File: src/pmc_consts.svh
`ifndef PMC_CONSTS_SVH
`define PMC_CONSTS_SVH
// Contract
// First port has seven pins, each with its own direction bit
// First port pins each have a per-bit selectable pull-up
// Second port has eight pins with per-bit direction
// Second port pins each have a per-bit selectable pull-up
// Port or control mode is chosen for every pin on its own
// Third port has eight pins, each also an analog channel input
// After reset, analog-shared pins sit in analog input state
// After reset, other shared pins come up as digital inputs
// Edge interrupt input detects rising, falling or both edges
// Primary timer pin feeds count and two captures; secondary one capture
// Third port pins enter analog input mode at reset release
// Control mode: peripheral output drives pin; inputs get synced pin level

`define PMC_A_W        7
`define PMC_B_W        8
`define PMC_C_W        8
`define PMC_A_MASK     8'h7f
`define PMC_B_MASK     8'hff
`define PMC_C_MASK     8'hff
`define PMC_DIR_RST    8'hff
`define PMC_PU_RST     8'h00
`define PMC_LAT_RST    8'h00
`define PMC_CTL_RST    8'h00
`define PMC_CTL_C_RST  8'hff
`define PMC_EDGE_BIT   6
`define PMC_TCC_BIT    0
`define PMC_TCO_BIT    1
`define PMC_PORT_A     2'h0
`define PMC_PORT_B     2'h1
`define PMC_PORT_C     2'h2
`define PMC_FLD_DIR    2'h0
`define PMC_FLD_PU     2'h1
`define PMC_FLD_CTL    2'h2
`define PMC_FLD_LAT    2'h3
`define PMC_EDGE_NONE  2'h0
`define PMC_EDGE_RISE  2'h1
`define PMC_EDGE_FALL  2'h2
`define PMC_EDGE_BOTH  2'h3
`endif

File: src/pmc_pkg.sv
`include "pmc_consts.svh"
package pmc_pkg;
  typedef enum logic [1:0] {
    PMC_PA = `PMC_PORT_A,
    PMC_PB = `PMC_PORT_B,
    PMC_PC = `PMC_PORT_C
  } pmc_port_e;

  typedef enum logic [1:0] {
    PMC_DIR = `PMC_FLD_DIR,
    PMC_PU  = `PMC_FLD_PU,
    PMC_CTL = `PMC_FLD_CTL,
    PMC_LAT = `PMC_FLD_LAT
  } pmc_field_e;

  typedef enum logic [1:0] {
    PMC_E_NONE = `PMC_EDGE_NONE,
    PMC_E_RISE = `PMC_EDGE_RISE,
    PMC_E_FALL = `PMC_EDGE_FALL,
    PMC_E_BOTH = `PMC_EDGE_BOTH
  } pmc_edge_e;

  typedef struct packed {
    logic       en;
    pmc_port_e  port;
    pmc_field_e field;
    logic [7:0] data;
  } pmc_wr_s;

  typedef struct packed {
    logic [7:0] dir;
    logic [7:0] pu;
    logic [7:0] ctl;
    logic [7:0] lat;
  } pmc_cfg_s;

  typedef struct packed {
    logic [7:0] out;
    logic [7:0] oe;
    logic [7:0] pu;
  } pmc_pin_s;

  typedef struct packed {
    pmc_cfg_s   cfg;
    logic [7:0] s1;
    logic [7:0] s2;
    pmc_pin_s   drv;
    logic [7:0] rd;
    logic [7:0] alt_in;
  } pmc_port_s;

  typedef struct packed {
    pmc_port_s a;
    pmc_port_s b;
    pmc_port_s c;
    logic      tcnt;
    logic      cap_dual;
    logic      cap_single;
  } pmc_state_s;

  typedef struct packed {
    logic prev;
    logic irq;
  } pmc_edge_s;
endpackage

File: src/pmc_edge_det.sv
`timescale 1ns/10ps
module pmc_edge_det import pmc_pkg::*; (
  input  wire logic      clk,
  input  wire logic      rst,
  input  wire logic      ce,
  input  wire logic      level,
  input  wire logic      enable,
  input  wire pmc_edge_e mode,
  output logic           irq_q
);
  pmc_edge_s st_q;
  pmc_edge_s st_d;
  logic      rise;
  logic      fall;

  assign rise = level & ~st_q.prev;
  assign fall = ~level & st_q.prev;

  always_comb begin
    st_d      = st_q;
    st_d.prev = level;
    st_d.irq  = 1'b0;
    if (enable) begin
      unique case (mode)
        PMC_E_NONE: st_d.irq = 1'b0;
        PMC_E_RISE: st_d.irq = rise;
        PMC_E_FALL: st_d.irq = fall;
        PMC_E_BOTH: st_d.irq = rise | fall;
      endcase
    end
  end

  // Prev starts low, so a pin already high at reset fires one rising edge
  always_ff @(posedge clk or posedge rst) begin
    if (rst) begin
      st_q <= '0;
    end else if (ce) begin
      st_q <= st_d;
    end
  end

  assign irq_q = st_q.irq;
endmodule

File: src/pmc_port_top.sv
`timescale 1ns/10ps
module pmc_port_top import pmc_pkg::*; (
  input  wire logic                 clk,
  input  wire logic                 rst,
  input  wire logic                 ce,
  input  wire pmc_wr_s              cfg_wr,
  input  wire pmc_edge_e            edge_mode,
  input  wire logic [`PMC_A_W-1:0]  port_a_pins_in,
  output logic      [`PMC_A_W-1:0]  port_a_pins_out,
  output logic      [`PMC_A_W-1:0]  port_a_pins_oe,
  output logic      [`PMC_A_W-1:0]  port_a_pullup_on,
  input  wire logic [`PMC_B_W-1:0]  port_b_pins_in,
  output logic      [`PMC_B_W-1:0]  port_b_pins_out,
  output logic      [`PMC_B_W-1:0]  port_b_pins_oe,
  output logic      [`PMC_B_W-1:0]  port_b_pullup_on,
  input  wire logic [`PMC_C_W-1:0]  port_c_pins_in,
  output logic      [`PMC_C_W-1:0]  port_c_pins_out,
  output logic      [`PMC_C_W-1:0]  port_c_pins_oe,
  input  wire logic [`PMC_A_W-1:0]  port_a_alt_out,
  input  wire logic [`PMC_A_W-1:0]  port_a_alt_oe,
  input  wire logic [`PMC_B_W-1:0]  port_b_alt_out,
  input  wire logic [`PMC_B_W-1:0]  port_b_alt_oe,
  output logic      [`PMC_A_W-1:0]  port_a_alt_in,
  output logic      [`PMC_B_W-1:0]  port_b_alt_in,
  output logic      [`PMC_A_W-1:0]  port_a_read,
  output logic      [`PMC_B_W-1:0]  port_b_read,
  output logic      [`PMC_C_W-1:0]  port_c_read,
  output logic      [`PMC_C_W-1:0]  analog_channel_inputs,
  output logic                      timer_count_clk,
  output logic                      timer_capture_dual_trig,
  output logic                      timer_capture_single_trig,
  output logic                      edge_interrupt_req
);
  pmc_state_s st_q;
  pmc_state_s st_d;
  logic       edge_irq;

  // One update shared by all three ports
  function automatic pmc_port_s port_next(
    input pmc_port_s  cur,
    input pmc_wr_s    wr,
    input pmc_port_e  id,
    input logic [7:0] mask,
    input logic       has_pu,
    input logic       analog,
    input logic [7:0] pins,
    input logic [7:0] aout,
    input logic [7:0] aoe
  );
    pmc_port_s  nx;
    logic [7:0] dig;
    logic [7:0] ctl_out;
    nx = cur;
    if (wr.en && wr.port == id) begin
      unique case (wr.field)
        PMC_DIR: nx.cfg.dir = wr.data & mask;
        PMC_PU:  nx.cfg.pu  = has_pu ? (wr.data & mask) : 8'h00;
        PMC_CTL: nx.cfg.ctl = wr.data & mask;
        PMC_LAT: nx.cfg.lat = wr.data & mask;
      endcase
    end
    // Analog pins lose digital drive, pull-up and readback
    dig     = analog ? ~cur.cfg.ctl : 8'hff;
    ctl_out = cur.cfg.ctl & aoe & dig;
    nx.s1   = pins & mask;
    nx.s2   = cur.s1;
    nx.drv.oe  = mask & dig & ((cur.cfg.ctl & aoe) | (~cur.cfg.ctl & ~cur.cfg.dir));
    nx.drv.out = mask & ((ctl_out & aout) | (~ctl_out & cur.cfg.lat));
    nx.drv.pu  = mask & dig & cur.cfg.pu & ~nx.drv.oe;
    nx.rd      = cur.s2 & dig;
    // Input functions see the pin, never the output latch
    nx.alt_in  = cur.s2 & cur.cfg.ctl & ~aoe & dig;
    return nx;
  endfunction

  always_comb begin
    st_d   = st_q;
    st_d.a = port_next(st_q.a, cfg_wr, PMC_PA, `PMC_A_MASK, 1'b1, 1'b0,
                       {1'b0, port_a_pins_in}, {1'b0, port_a_alt_out},
                       {1'b0, port_a_alt_oe});
    st_d.b = port_next(st_q.b, cfg_wr, PMC_PB, `PMC_B_MASK, 1'b1, 1'b0,
                       port_b_pins_in, port_b_alt_out, port_b_alt_oe);
    st_d.c = port_next(st_q.c, cfg_wr, PMC_PC, `PMC_C_MASK, 1'b0, 1'b1,
                       port_c_pins_in, 8'h00, 8'h00);
    // Primary pin: count clock and dual capture trigger
    st_d.tcnt       = st_q.a.cfg.ctl[`PMC_TCC_BIT] & st_q.a.s2[`PMC_TCC_BIT];
    st_d.cap_dual   = st_q.a.cfg.ctl[`PMC_TCC_BIT] & st_q.a.s2[`PMC_TCC_BIT];
    // Secondary pin shares its pad with a timer output
    st_d.cap_single = st_q.a.cfg.ctl[`PMC_TCO_BIT] & ~port_a_alt_oe[`PMC_TCO_BIT]
                      & st_q.a.s2[`PMC_TCO_BIT];
  end

  always_ff @(posedge clk or posedge rst) begin
    if (rst) begin
      st_q           <= '0;
      st_q.a.cfg.dir <= `PMC_DIR_RST;
      st_q.a.cfg.pu  <= `PMC_PU_RST;
      st_q.a.cfg.ctl <= `PMC_CTL_RST;
      st_q.a.cfg.lat <= `PMC_LAT_RST;
      st_q.b.cfg.dir <= `PMC_DIR_RST;
      st_q.b.cfg.pu  <= `PMC_PU_RST;
      st_q.b.cfg.ctl <= `PMC_CTL_RST;
      st_q.b.cfg.lat <= `PMC_LAT_RST;
      st_q.c.cfg.dir <= `PMC_DIR_RST;
      st_q.c.cfg.pu  <= `PMC_PU_RST;
      st_q.c.cfg.ctl <= `PMC_CTL_C_RST;
      st_q.c.cfg.lat <= `PMC_LAT_RST;
    end else if (ce) begin
      st_q <= st_d;
    end
  end

  pmc_edge_det u_edge (
    .clk    (clk),
    .rst    (rst),
    .ce     (ce),
    .level  (st_q.b.s2[`PMC_EDGE_BIT]),
    .enable (st_q.b.cfg.ctl[`PMC_EDGE_BIT]),
    .mode   (edge_mode),
    .irq_q  (edge_irq)
  );

  assign port_a_pins_out           = st_q.a.drv.out[`PMC_A_W-1:0];
  assign port_a_pins_oe            = st_q.a.drv.oe[`PMC_A_W-1:0];
  assign port_a_pullup_on          = st_q.a.drv.pu[`PMC_A_W-1:0];
  assign port_b_pins_out           = st_q.b.drv.out;
  assign port_b_pins_oe            = st_q.b.drv.oe;
  assign port_b_pullup_on          = st_q.b.drv.pu;
  assign port_c_pins_out           = st_q.c.drv.out;
  assign port_c_pins_oe            = st_q.c.drv.oe;
  assign port_a_alt_in             = st_q.a.alt_in[`PMC_A_W-1:0];
  assign port_b_alt_in             = st_q.b.alt_in;
  assign port_a_read               = st_q.a.rd[`PMC_A_W-1:0];
  assign port_b_read               = st_q.b.rd;
  assign port_c_read               = st_q.c.rd;
  assign analog_channel_inputs     = st_q.c.cfg.ctl;
  assign timer_count_clk           = st_q.tcnt;
  assign timer_capture_dual_trig   = st_q.cap_dual;
  assign timer_capture_single_trig = st_q.cap_single;
  assign edge_interrupt_req        = edge_irq;
endmodule

File: config.mk
export PLATFORM = sky130hd
export DESIGN_NAME = pmc_port_top
export DESIGN_NICKNAME = d
export VERILOG_FILES = /design/src/pmc_pkg.sv /design/src/pmc_edge_det.sv /design/src/pmc_port_top.sv
export VERILOG_INCLUDE_DIRS = /design/src
export SDC_FILE = /design/constraint.sdc
export NUM_CORES = 1
export LEC_CHECK = 0
export CAP_MARGIN = 15
export CORE_MARGIN = 3
export CORE_UTILIZATION = 25
export DETAILED_ROUTE_END_ITERATION = 12
export DONT_BUFFER_PORTS = 1
export HOLD_SLACK_MARGIN = 0.1
export PLACE_DENSITY = 0.49
export SYNTH_ARGS = -nofsm -noshare
export SYNTH_HDL_FRONTEND = slang
export SYNTH_SLANG_ARGS = --single-unit
File: constraint.sdc
create_clock -name clk -period 17.7 [get_ports clk]
set_clock_uncertainty 0.1 [all_clocks]
set_input_delay 1.77 -clock clk [delete_from_list [all_inputs] [get_ports clk]]
set_output_delay 1.77 -clock clk [all_outputs]
set_load 0.02 [all_outputs]
======== After elaboration in Yosys (flattened, before gate mapping) ========
Index checks and enable logic that the tools add are counted.
cells by class
  add/subtract/negate cells ............... 0
  div/mod/pow operators ................... 0
  equal/unequal tests ..................... 8
  reduce and logical (&&, ||, !) cells .... 17
  bitwise operators ....................... 42
  $mul .................................... 0
  muxes and demuxes ....................... 2
  shift operators ......................... 0
  $lt $le $gt $ge ......................... 0
operator list
  kind                count
  $and 8x8->8         10
  $not 8->8           7
  $and 7x7->7         7
  $not 7->7           5
  $reduce_and 3->1    11
  $or 8x8->8          2
  $or 7x7->7          2
  $eq 2x2->1 const B  5
  $eq 2x1->1 const B  3
  $logic_not 2->1     3
  $and 1x1->1         5
  $pmux 1 s4          1
  $logic_and 1x1->1   3
  $not 1->1           3
  $mux 1              1
  $or 1x1->1          1
storage, ports and cells
  RAM bits ................................ 0
  bits in latches ......................... 0
  memories kept ........................... 0
  bits of input ports ..................... 71
  logic and storage cells ................. 103
  memory bits (read-only) ................. 0
  output and inout port bits .............. 111
  register bits ........................... 233

======== Logic depth before layout (Yosys ltp) ========
Gate-level depths: netlist of the first run.
  depth after elaboration ................. 5
  mapped depth ............................ 5
  depth with buffers taken out ............ 5

======== Cells and area by module ========
From an unflattened synthesis of the first run, not the netlist that was laid out.
unflattened totals
  cell total of the unflattened synthesis .. 786
  area, all modules ....................... 10212.3 um^2
modules (own cells, without submodules)
  module        area an instance (um^2)  sequential area each (um^2)  cells each  instances
  pmc_port_top  10082.2                  5819.3                       771         1
  pmc_edge_det  130.1                    50.0                         15          1

======== Least setup slack after synthesis of the first run ========
Ideal clock, no wire load.
  path kind ............................... input-to-reg
  start point ............................. input port cfg_wr[8] (netlist bit)
  end point ............................... register st_q[259] (netlist bit)
  setup time .............................. 82 ps
  path slack .............................. 14329 ps
  cell stages on the path ................. 5
  required time ........................... 17518 ps
  arrival time ............................ 3188 ps
  path buffers ............................ 2
  path through ............................ buf_6 > or3b_4 > or4b_4 > buf_6 > mux2_4
on the way
  cells in the longest elaborated chain, start to end .. 2
ends and longest elaborated chain
  item                        line                 text
  start, declared             pmc_port_top.sv:6    input wire pmc_wr_s cfg_wr,
  $logic_not 2->1             pmc_port_top.sv:55   unique case (wr.field)
  $reduce_and 3->1 (no line)  --
  end signal, assigned        pmc_port_top.sv:109  st_q <= st_d;
  end, declared               pmc_port_top.sv:34   pmc_state_s st_q;
No other way between the ends.
A chain may end at the register's enable or synchronous reset.

==> out/metrics.csv, run 1 <==
metric,value,unit
status,"finished, final reports clean",
Rows,73,
DP Area,9910,um2
Max Cap Viol,0,
CTS Sinks,232,
Crit Path Class,in2async,
WP data required,18.20,ns
Worst Tran Pin Value,0.917,ns
Top Ports,182,
Final GP Congestion,0.682,
DR pass1 iterations,6,
Nets,750,
first-pass GRT wire length,36600,um
fin crit period,3.36,ns
All-Layer GR Usage,11.0,%
Post-CTS Resized,0,
yosys warns,0,
ys flop type,dfrtp_1,
Post-CTS Setup Inserts,0,
Gate Count Post-Synth,786,
Setup crit end kind,async pin,
drt initial violations,249,
share of post-route cells with drive strength above 1,37.1,%
Die Wd,208,um
setup_tns,0,ns
Port Buf Inserts,0,
drt drc,0,
maximum number of pins on one net before global-route repair,213,
critical path startpoint category,input pin,
antenna violations before repair,3,
final setup fails,0,
"Avg Cell Area, Syn",13.0,um2
"EDFF count, synth",0,
Total Power,0.00150,W
"commonest non-fill, non-tap cell in the layout",dfrtp_1,
clock root cell,clkbuf_16,
worst-path maximum fanout,112,
Hold Buf Count CTS,0,
most frequent cells in the layout,"dfrtp_1 (201), mux2_2 (165), inv_1 (44), nand2_1 (32), dfstp_2 (31)",
vias in the first global route,5486,
RSZ-0062 raised after global routing,no,
GR Overflow Total,0,
synthesis-to-layout area growth,6.77,%
Num CTS Buffers,28,
DR vias/cell,4.24,
Initial Util,25.5,%
Final Cell Area,10900,um2
Routed Wire Length,23900,um
sequential share of the synthesized area,57.4,%
Mapped Area,10200,um2
DP HPWL,15800,um
Yosys cell types,36,
"CTS clk-pin slew, worst paths",0.06,ns
final hold vios,0,
WP data arrival,3.86,ns
Via Count,5192,
Synth Register Bits,232,
antenna-violating nets left,0,
net count after synthesis,859,
clk buf depth,3,
H-tree depth,1,
normalized max-slew margin,38.6,%
chip height,208,um
VDD IR max,63.8,uV
Routed WL per cell,19.5,um
Tcrit/Tclk final,19.0,%
CTS tree,done,
DIE AREA,43200,um2
clk_lat worst skew,0.54,ns
Leakage,4.73,nW
Hold Path Class,reg2reg,
f_max,298,MHz
"Slew Viols, Final",0,
pwr/cell area,137,nW/um2
Core ar.,40000,um2
"Async S/R FF share, synth",100,%
==> path summary, 6_finish.rpt <==
check                                                     start                         endpoint  slack [ns]  cells past startpoint
setup / recovery                                            rst            st_d[138]$_DFFE_PP0P_       14.34                      3
hold / removal                            st_d[137]$_DFFE_PP0P_            st_d[105]$_DFFE_PP0P_        0.39                      2
setup reg to reg                     port_b_read[6]$_DFFE_PP0P_         u_edge.irq_q$_DFFE_PP0P_       16.19                      5
hold reg to reg                           st_d[137]$_DFFE_PP0P_            st_d[105]$_DFFE_PP0P_        0.39                      2
max in group clk           analog_channel_inputs[4]$_DFFE_PP1P_         analog_channel_inputs[4]       14.65                      0
min in group asynchronous                                   rst  port_a_pullup_on[2]$_DFFE_PP0P_        1.12                      1
==> cells in the mapped netlist (3+ instances only) <==
library cell | count | area [um2]
clkbuf_1 | 23 | 86.3
buf_2 | 5 | 25.0
nand2_1 | 32 | 120
a21oi_1 | 16 | 80.1
mux2_4 | 7 | 105
nand4b_1 | 3 | 26.3
nand3b_1 | 11 | 82.6
nor2_1 | 26 | 97.6
inv_1 | 45 | 169
mux2i_1 | 28 | 280
buf_4 | 108 | 811
mux2_2 | 165 | 1860
dfrtp_1 | 201 | 5030
o22ai_1 | 13 | 81.3
buf_1 | 4 | 15.0
a41o_1 | 11 | 110
dfstp_2 | 31 | 815
o21ai_0 | 18 | 90.1
nand3_1 | 3 | 15.0
nor2b_1 | 14 | 87.6
==> cell type report <==
class                   instances  area, um2
clock buffers                  44        862
flip-flops and latches        232       5840
multi-input cells             367       3210
clock inverters                 8       97.6
repair buffers                  3       22.5
inverters                      45        176
well taps                     525        657
diodes                          1       2.50
fillers                      4116      29100
==> worst max-delay path, cell delays in order <==
cell	delay, ns
inv_8	0.48
buf_4	0.79
buf_4	0.71
==> sequential cells by signal, indices dropped and copies added, names as in the netlist <==
register                   flops
analog_channel_inputs          8
port_a_alt_in                  7
port_a_pins_oe                 7
port_a_pins_out                7
port_a_pullup_on               7
port_a_read                    7
port_b_alt_in                  8
port_b_pins_oe                 8
port_b_pins_out                8
port_b_pullup_on               8
port_b_read                    8
port_c_pins_oe                 8
port_c_pins_out                8
port_c_read                    8
st_d                          46
st_q                          76
timer_capture_dual_trig        1
timer_capture_single_trig      1
u_edge.irq_q                   1
==> cell families after synthesis <==
logic type / Yosys count / synth area share [%]
AOI/OAI and AO/OA: 66 / 4.16
adders and majority gates: 2 / 0.246
buffers and inverters: 187 / 11.1
DFF: 232 / 57.4
muxes: 200 / 22.0
and+or+nand+nor: 99 / 5.12
==> power breakdown <==
group	switching (W)	total, W	internal [W]
clock network	0.000229	0.000591	0.000363
registers	0.000134	0.000768	0.000634
logic	0.0000511	0.000136	0.0000846
==> per-stage QoR <==
step / utilization (%) / hold WS, ns / setup slack (ns) / instances
5_1_grt: 27.2 / 0.411 / 13.87 / 1224
4_1_cts: 27.2 / 0.397 / 14.13 / 1224
3_3_place_gp: 24.8 / 0.375 / 13.55 / 1172
2_1_floorplan: - / 0.349 / 9.52 / 786
3_5_place_dp: 24.8 / 0.380 / 13.52 / 1172
6_report: 27.2 / 0.391 / 14.34 / 1225
==> metal layers <==
metal / up-vias / GRT usage (%) / part of all wire, %
met2: 145 / 17.0 / 45
li1: 2371 / - / -
met3: 46 / 4.34 / 8.2
met5: - / 0 / 0.054
met1: 2628 / 14.2 / 44
met4: 2 / 3.32 / 3.1
No activity file was read; power rests on OpenSTA's default activity.
==> run 2: changes to the inputs <==
ABC_AREA = 1   (was unset)
PLACE_DENSITY = 0.51   (was 0.49)
clock period = 2.79 ns   (was 17.7 ns; I/O delays follow)
==> out/metrics.csv, run 2 <==
metric,value,unit,change
Synth area leaders,"dfrtp_1 (50%), nand2_1 (19%), buf_4 (8.3%)",,
worst setup margin,0.109,ns,-14.23 ns
Die Wd,207,um,-0.24%
Initial Util,25.4,%,-0.067 points
Port Buf Inserts,0,,unchanged
chip height,207,um,-0.24%
CP Launch Point,ce,,
pwr/cell area,797,nW/um2,+480%
Max Cap Viol,0,,unchanged
fin crit period,2.68,ns,
Nets,1199,,+60%
worst-path maximum fanout,125,,+12%
Setup crit end kind,register,,
normalized max-slew margin,41.4,%,+2.8 points
Via Count,7096,,+37%
Tcrit/Tclk final,96.1,%,
ys flop type,dfrtp_1,,
status,"finished, final reports clean",,
hold_sp,ce,,
mux cell area share after synthesis,0,%,-22 points
antenna violations before repair,5,,+2
final hold vios,0,,unchanged
Mapped Area,10100,um2,-0.49%
clock root cell,clkbuf_16,,
critical path startpoint category,input pin,,
met3 WL,2160,um,+10%
Core ar.,39900,um2,-0.23%
max FFs per register,76,,unchanged
VDD IR max,375,uV,+490%
yosys warns,0,,unchanged
"EDFF count, synth",0,,unchanged
Synth Area in Adders,0.247,%,+0.0012 points
wire length on met1,14100,um,+36%
synthesis-to-layout area growth,15.7,%,
DIE AREA,43000,um2,-0.48%
area of the multi-input gates,3140,um2,-2.2%
H-tree depth,1,,unchanged
Post-CTS Setup Inserts,0,,unchanged
Hold Path Class,in2reg,,
drt drc,0,,unchanged
"Async S/R FF share, synth",100,%,unchanged
sequential share of the synthesized area,57.7,%,+0.28 points
DR vias/cell,4.24,,about the same
Routed WL per cell,18.0,um,-7.5%
Rows,73,,unchanged
Yosys cell types,22,,-39%
highest metal used,met5,,
Num CTS Buffers,29,,+3.6%
final core occ,29.4,%,+2.2 points
Routed Wire Length,30200,um,+26%
Worst Tran Pin Value,0.876,ns,-0.0404 ns
All-Layer GR Usage,13.8,%,+2.8 points
Gate Count Post-Synth,1150,,+46%
Synth top area share,49.6,%,+0.24 points
CTS tree,done,,
DP HPWL,19500,um,+24%
Leakage,5.50,nW,+16%
maximum number of pins on one net before global-route repair,126,,-41%
Synth Register Bits,232,,unchanged
fillers,4190,,+1.8%
DR pass1 iterations,5,,-1
pre-CTS WS,1.10,ns,-12.42 ns
most instantiated library cell after synthesis,nand2_1,,
most frequent cells in the layout,"nand2_1 (502), dfrtp_1 (201), dlygate4sd3_1 (87), o21ai_0 (77), nand3_1 (43)",,
RSZ-0062 raised after global routing,no,,
"Avg Cell Area, Syn",8.81,um2,-32%
WP data arrival,3.08,ns,-0.78 ns
net count after synthesis,1223,,+42%
largest reg by FF count,st_q,,
Synth Area in Compound Gates,6.29,%,+2.1 points
"commonest non-fill, non-tap cell in the layout",nand2_1,,
Post-Synth XOR/XNOR Area,0,%,unchanged
f_max,373,MHz,
metal2 WL,13100,um,+22%
vias in the first global route,7184,,+31%
main combinational cell family by area after synthesis,simple AND/OR/NAND/NOR gates,,
clk buf depth,3,,unchanged
Worst Hold Margin,0.0739,ns,-0.317 ns
worst r2r src,port_b_read[6]$_DFFE_PP0P_,,
Post-CTS Resized,0,,unchanged
clk_lat worst skew,0.55,ns,about the same
Sequential Area,5840,um2,unchanged
antenna-violating nets left,0,,unchanged
Crit Path Class,in2reg,,
CTS Sinks,232,,unchanged
"Slew Viols, Final",0,,unchanged
final setup fails,0,,unchanged
most common library cells after synthesis,"nand2_1 (502), dfrtp_1 (201), buf_4 (112)",,
GR Overflow Total,0,,unchanged
first-pass GRT wire length,46400,um,+27%
cell accounting for the most synthesized area,dfrtp_1,,
"CTS clk-pin slew, worst paths",0.07,ns,about the same
WP data required,3.19,ns,-15.01 ns
drt initial violations,489,,+96%
share of post-route cells with drive strength above 1,9.49,%,-28 points
Post-Synth Simple-Gate Area,24.5,%,+19 points
Final GP Congestion,0.753,,+10%
Top Ports,182,,unchanged
==> run 2: cell count changes after synthesis, moves of 14 or more <==
cell     delta
nand2_1   +470
mux2_2    -165
o21ai_0    +59
nand3_1    +40
mux2i_1    -28
buf_2      +16
nor2_1     +16
a21oi_1    +15
nor2b_1    -14
==> run 2: power by group <==
group	switching (W)	total (W)	internal, W
Sequential	0.000719	0.00465	0.00393
Combinational	0.000569	0.000927	0.000358
Clock	0.00147	0.00377	0.00230
Total	0.00275	0.00934	0.00659
==> run 2: repair_timing <==
action	in CTS	in global routing
endpoints found under the hold margin	403	0
hold buffers	88	0
endpoints found under the setup margin	0	0
==> run 2: cells by family after synthesis <==
kind of cell,count (synthesis)
buffers and inverters,183
and+or+nand+nor,612
DFF,232
AOI/OAI and AO/OA,121
adders and majority gates,2
==> run 2: worst paths after layout <==
check | slack [ns] | endpoint | cells past startpoint
setup / recovery | 0.11 | st_q[178]$_DFFE_PP1P_ | 8
hold / removal | 0.07 | port_c_pins_out[7]$_DFFE_PP0P_ | 3
setup reg to reg | 0.30 | u_edge.irq_q$_DFFE_PP0P_ | 9
hold reg to reg | 0.36 | st_q[88]$_DFFE_PP1P_ | 2
max in group asynchronous | 1.71 | port_c_read[4]$_DFFE_PP0P_ | 3
min in group asynchronous | 0.30 | port_b_pins_oe[4]$_DFFE_PP0P_ | 3
==> run 2: layer usage <==
layer | vias to the layer above | GRT usage [%]
met5 | - | 0
met2 | 197 | 20.8
met4 | 4 | 3.70
met1 | 3381 | 19.5
li1 | 3463 | -
met3 | 51 | 3.88
==> run 2: through the flow <==
stage	cells	total power (W)	TNS (ns)	area, um2
floorplan	1150	0.00547	-120.52	10100
global placement	1532	0.00544	0	9860
detailed placement	1532	0.00547	0	9860
CTS	1673	0.00952	0	11700
global route	1674	0.00987	0	11700
finish	1674	0.00934	0	11700
==> run 2: layout make-up <==
type | count | share of cell area, %
Antenna cell | 1 | 0.0213
Inverter | 34 | 1.16
Tap cell | 525 | 5.60
Clock buffer | 45 | 7.38
Clock inverter | 8 | 0.822
Multi-Input combinational cell | 735 | 26.8
Timing Repair Buffer | 94 | 8.36
Sequential cell | 232 | 49.8
==> run 2: critical path: stages <==
cell,delay [ns]
buf_16,0.36
nand3_1,0.14
dlygate4sd3_1,0.66
nor2_4,0.24
nand2_1,0.07
dlygate4sd3_1,0.56
nand2_1,0.06
dlygate4sd3_1,0.54
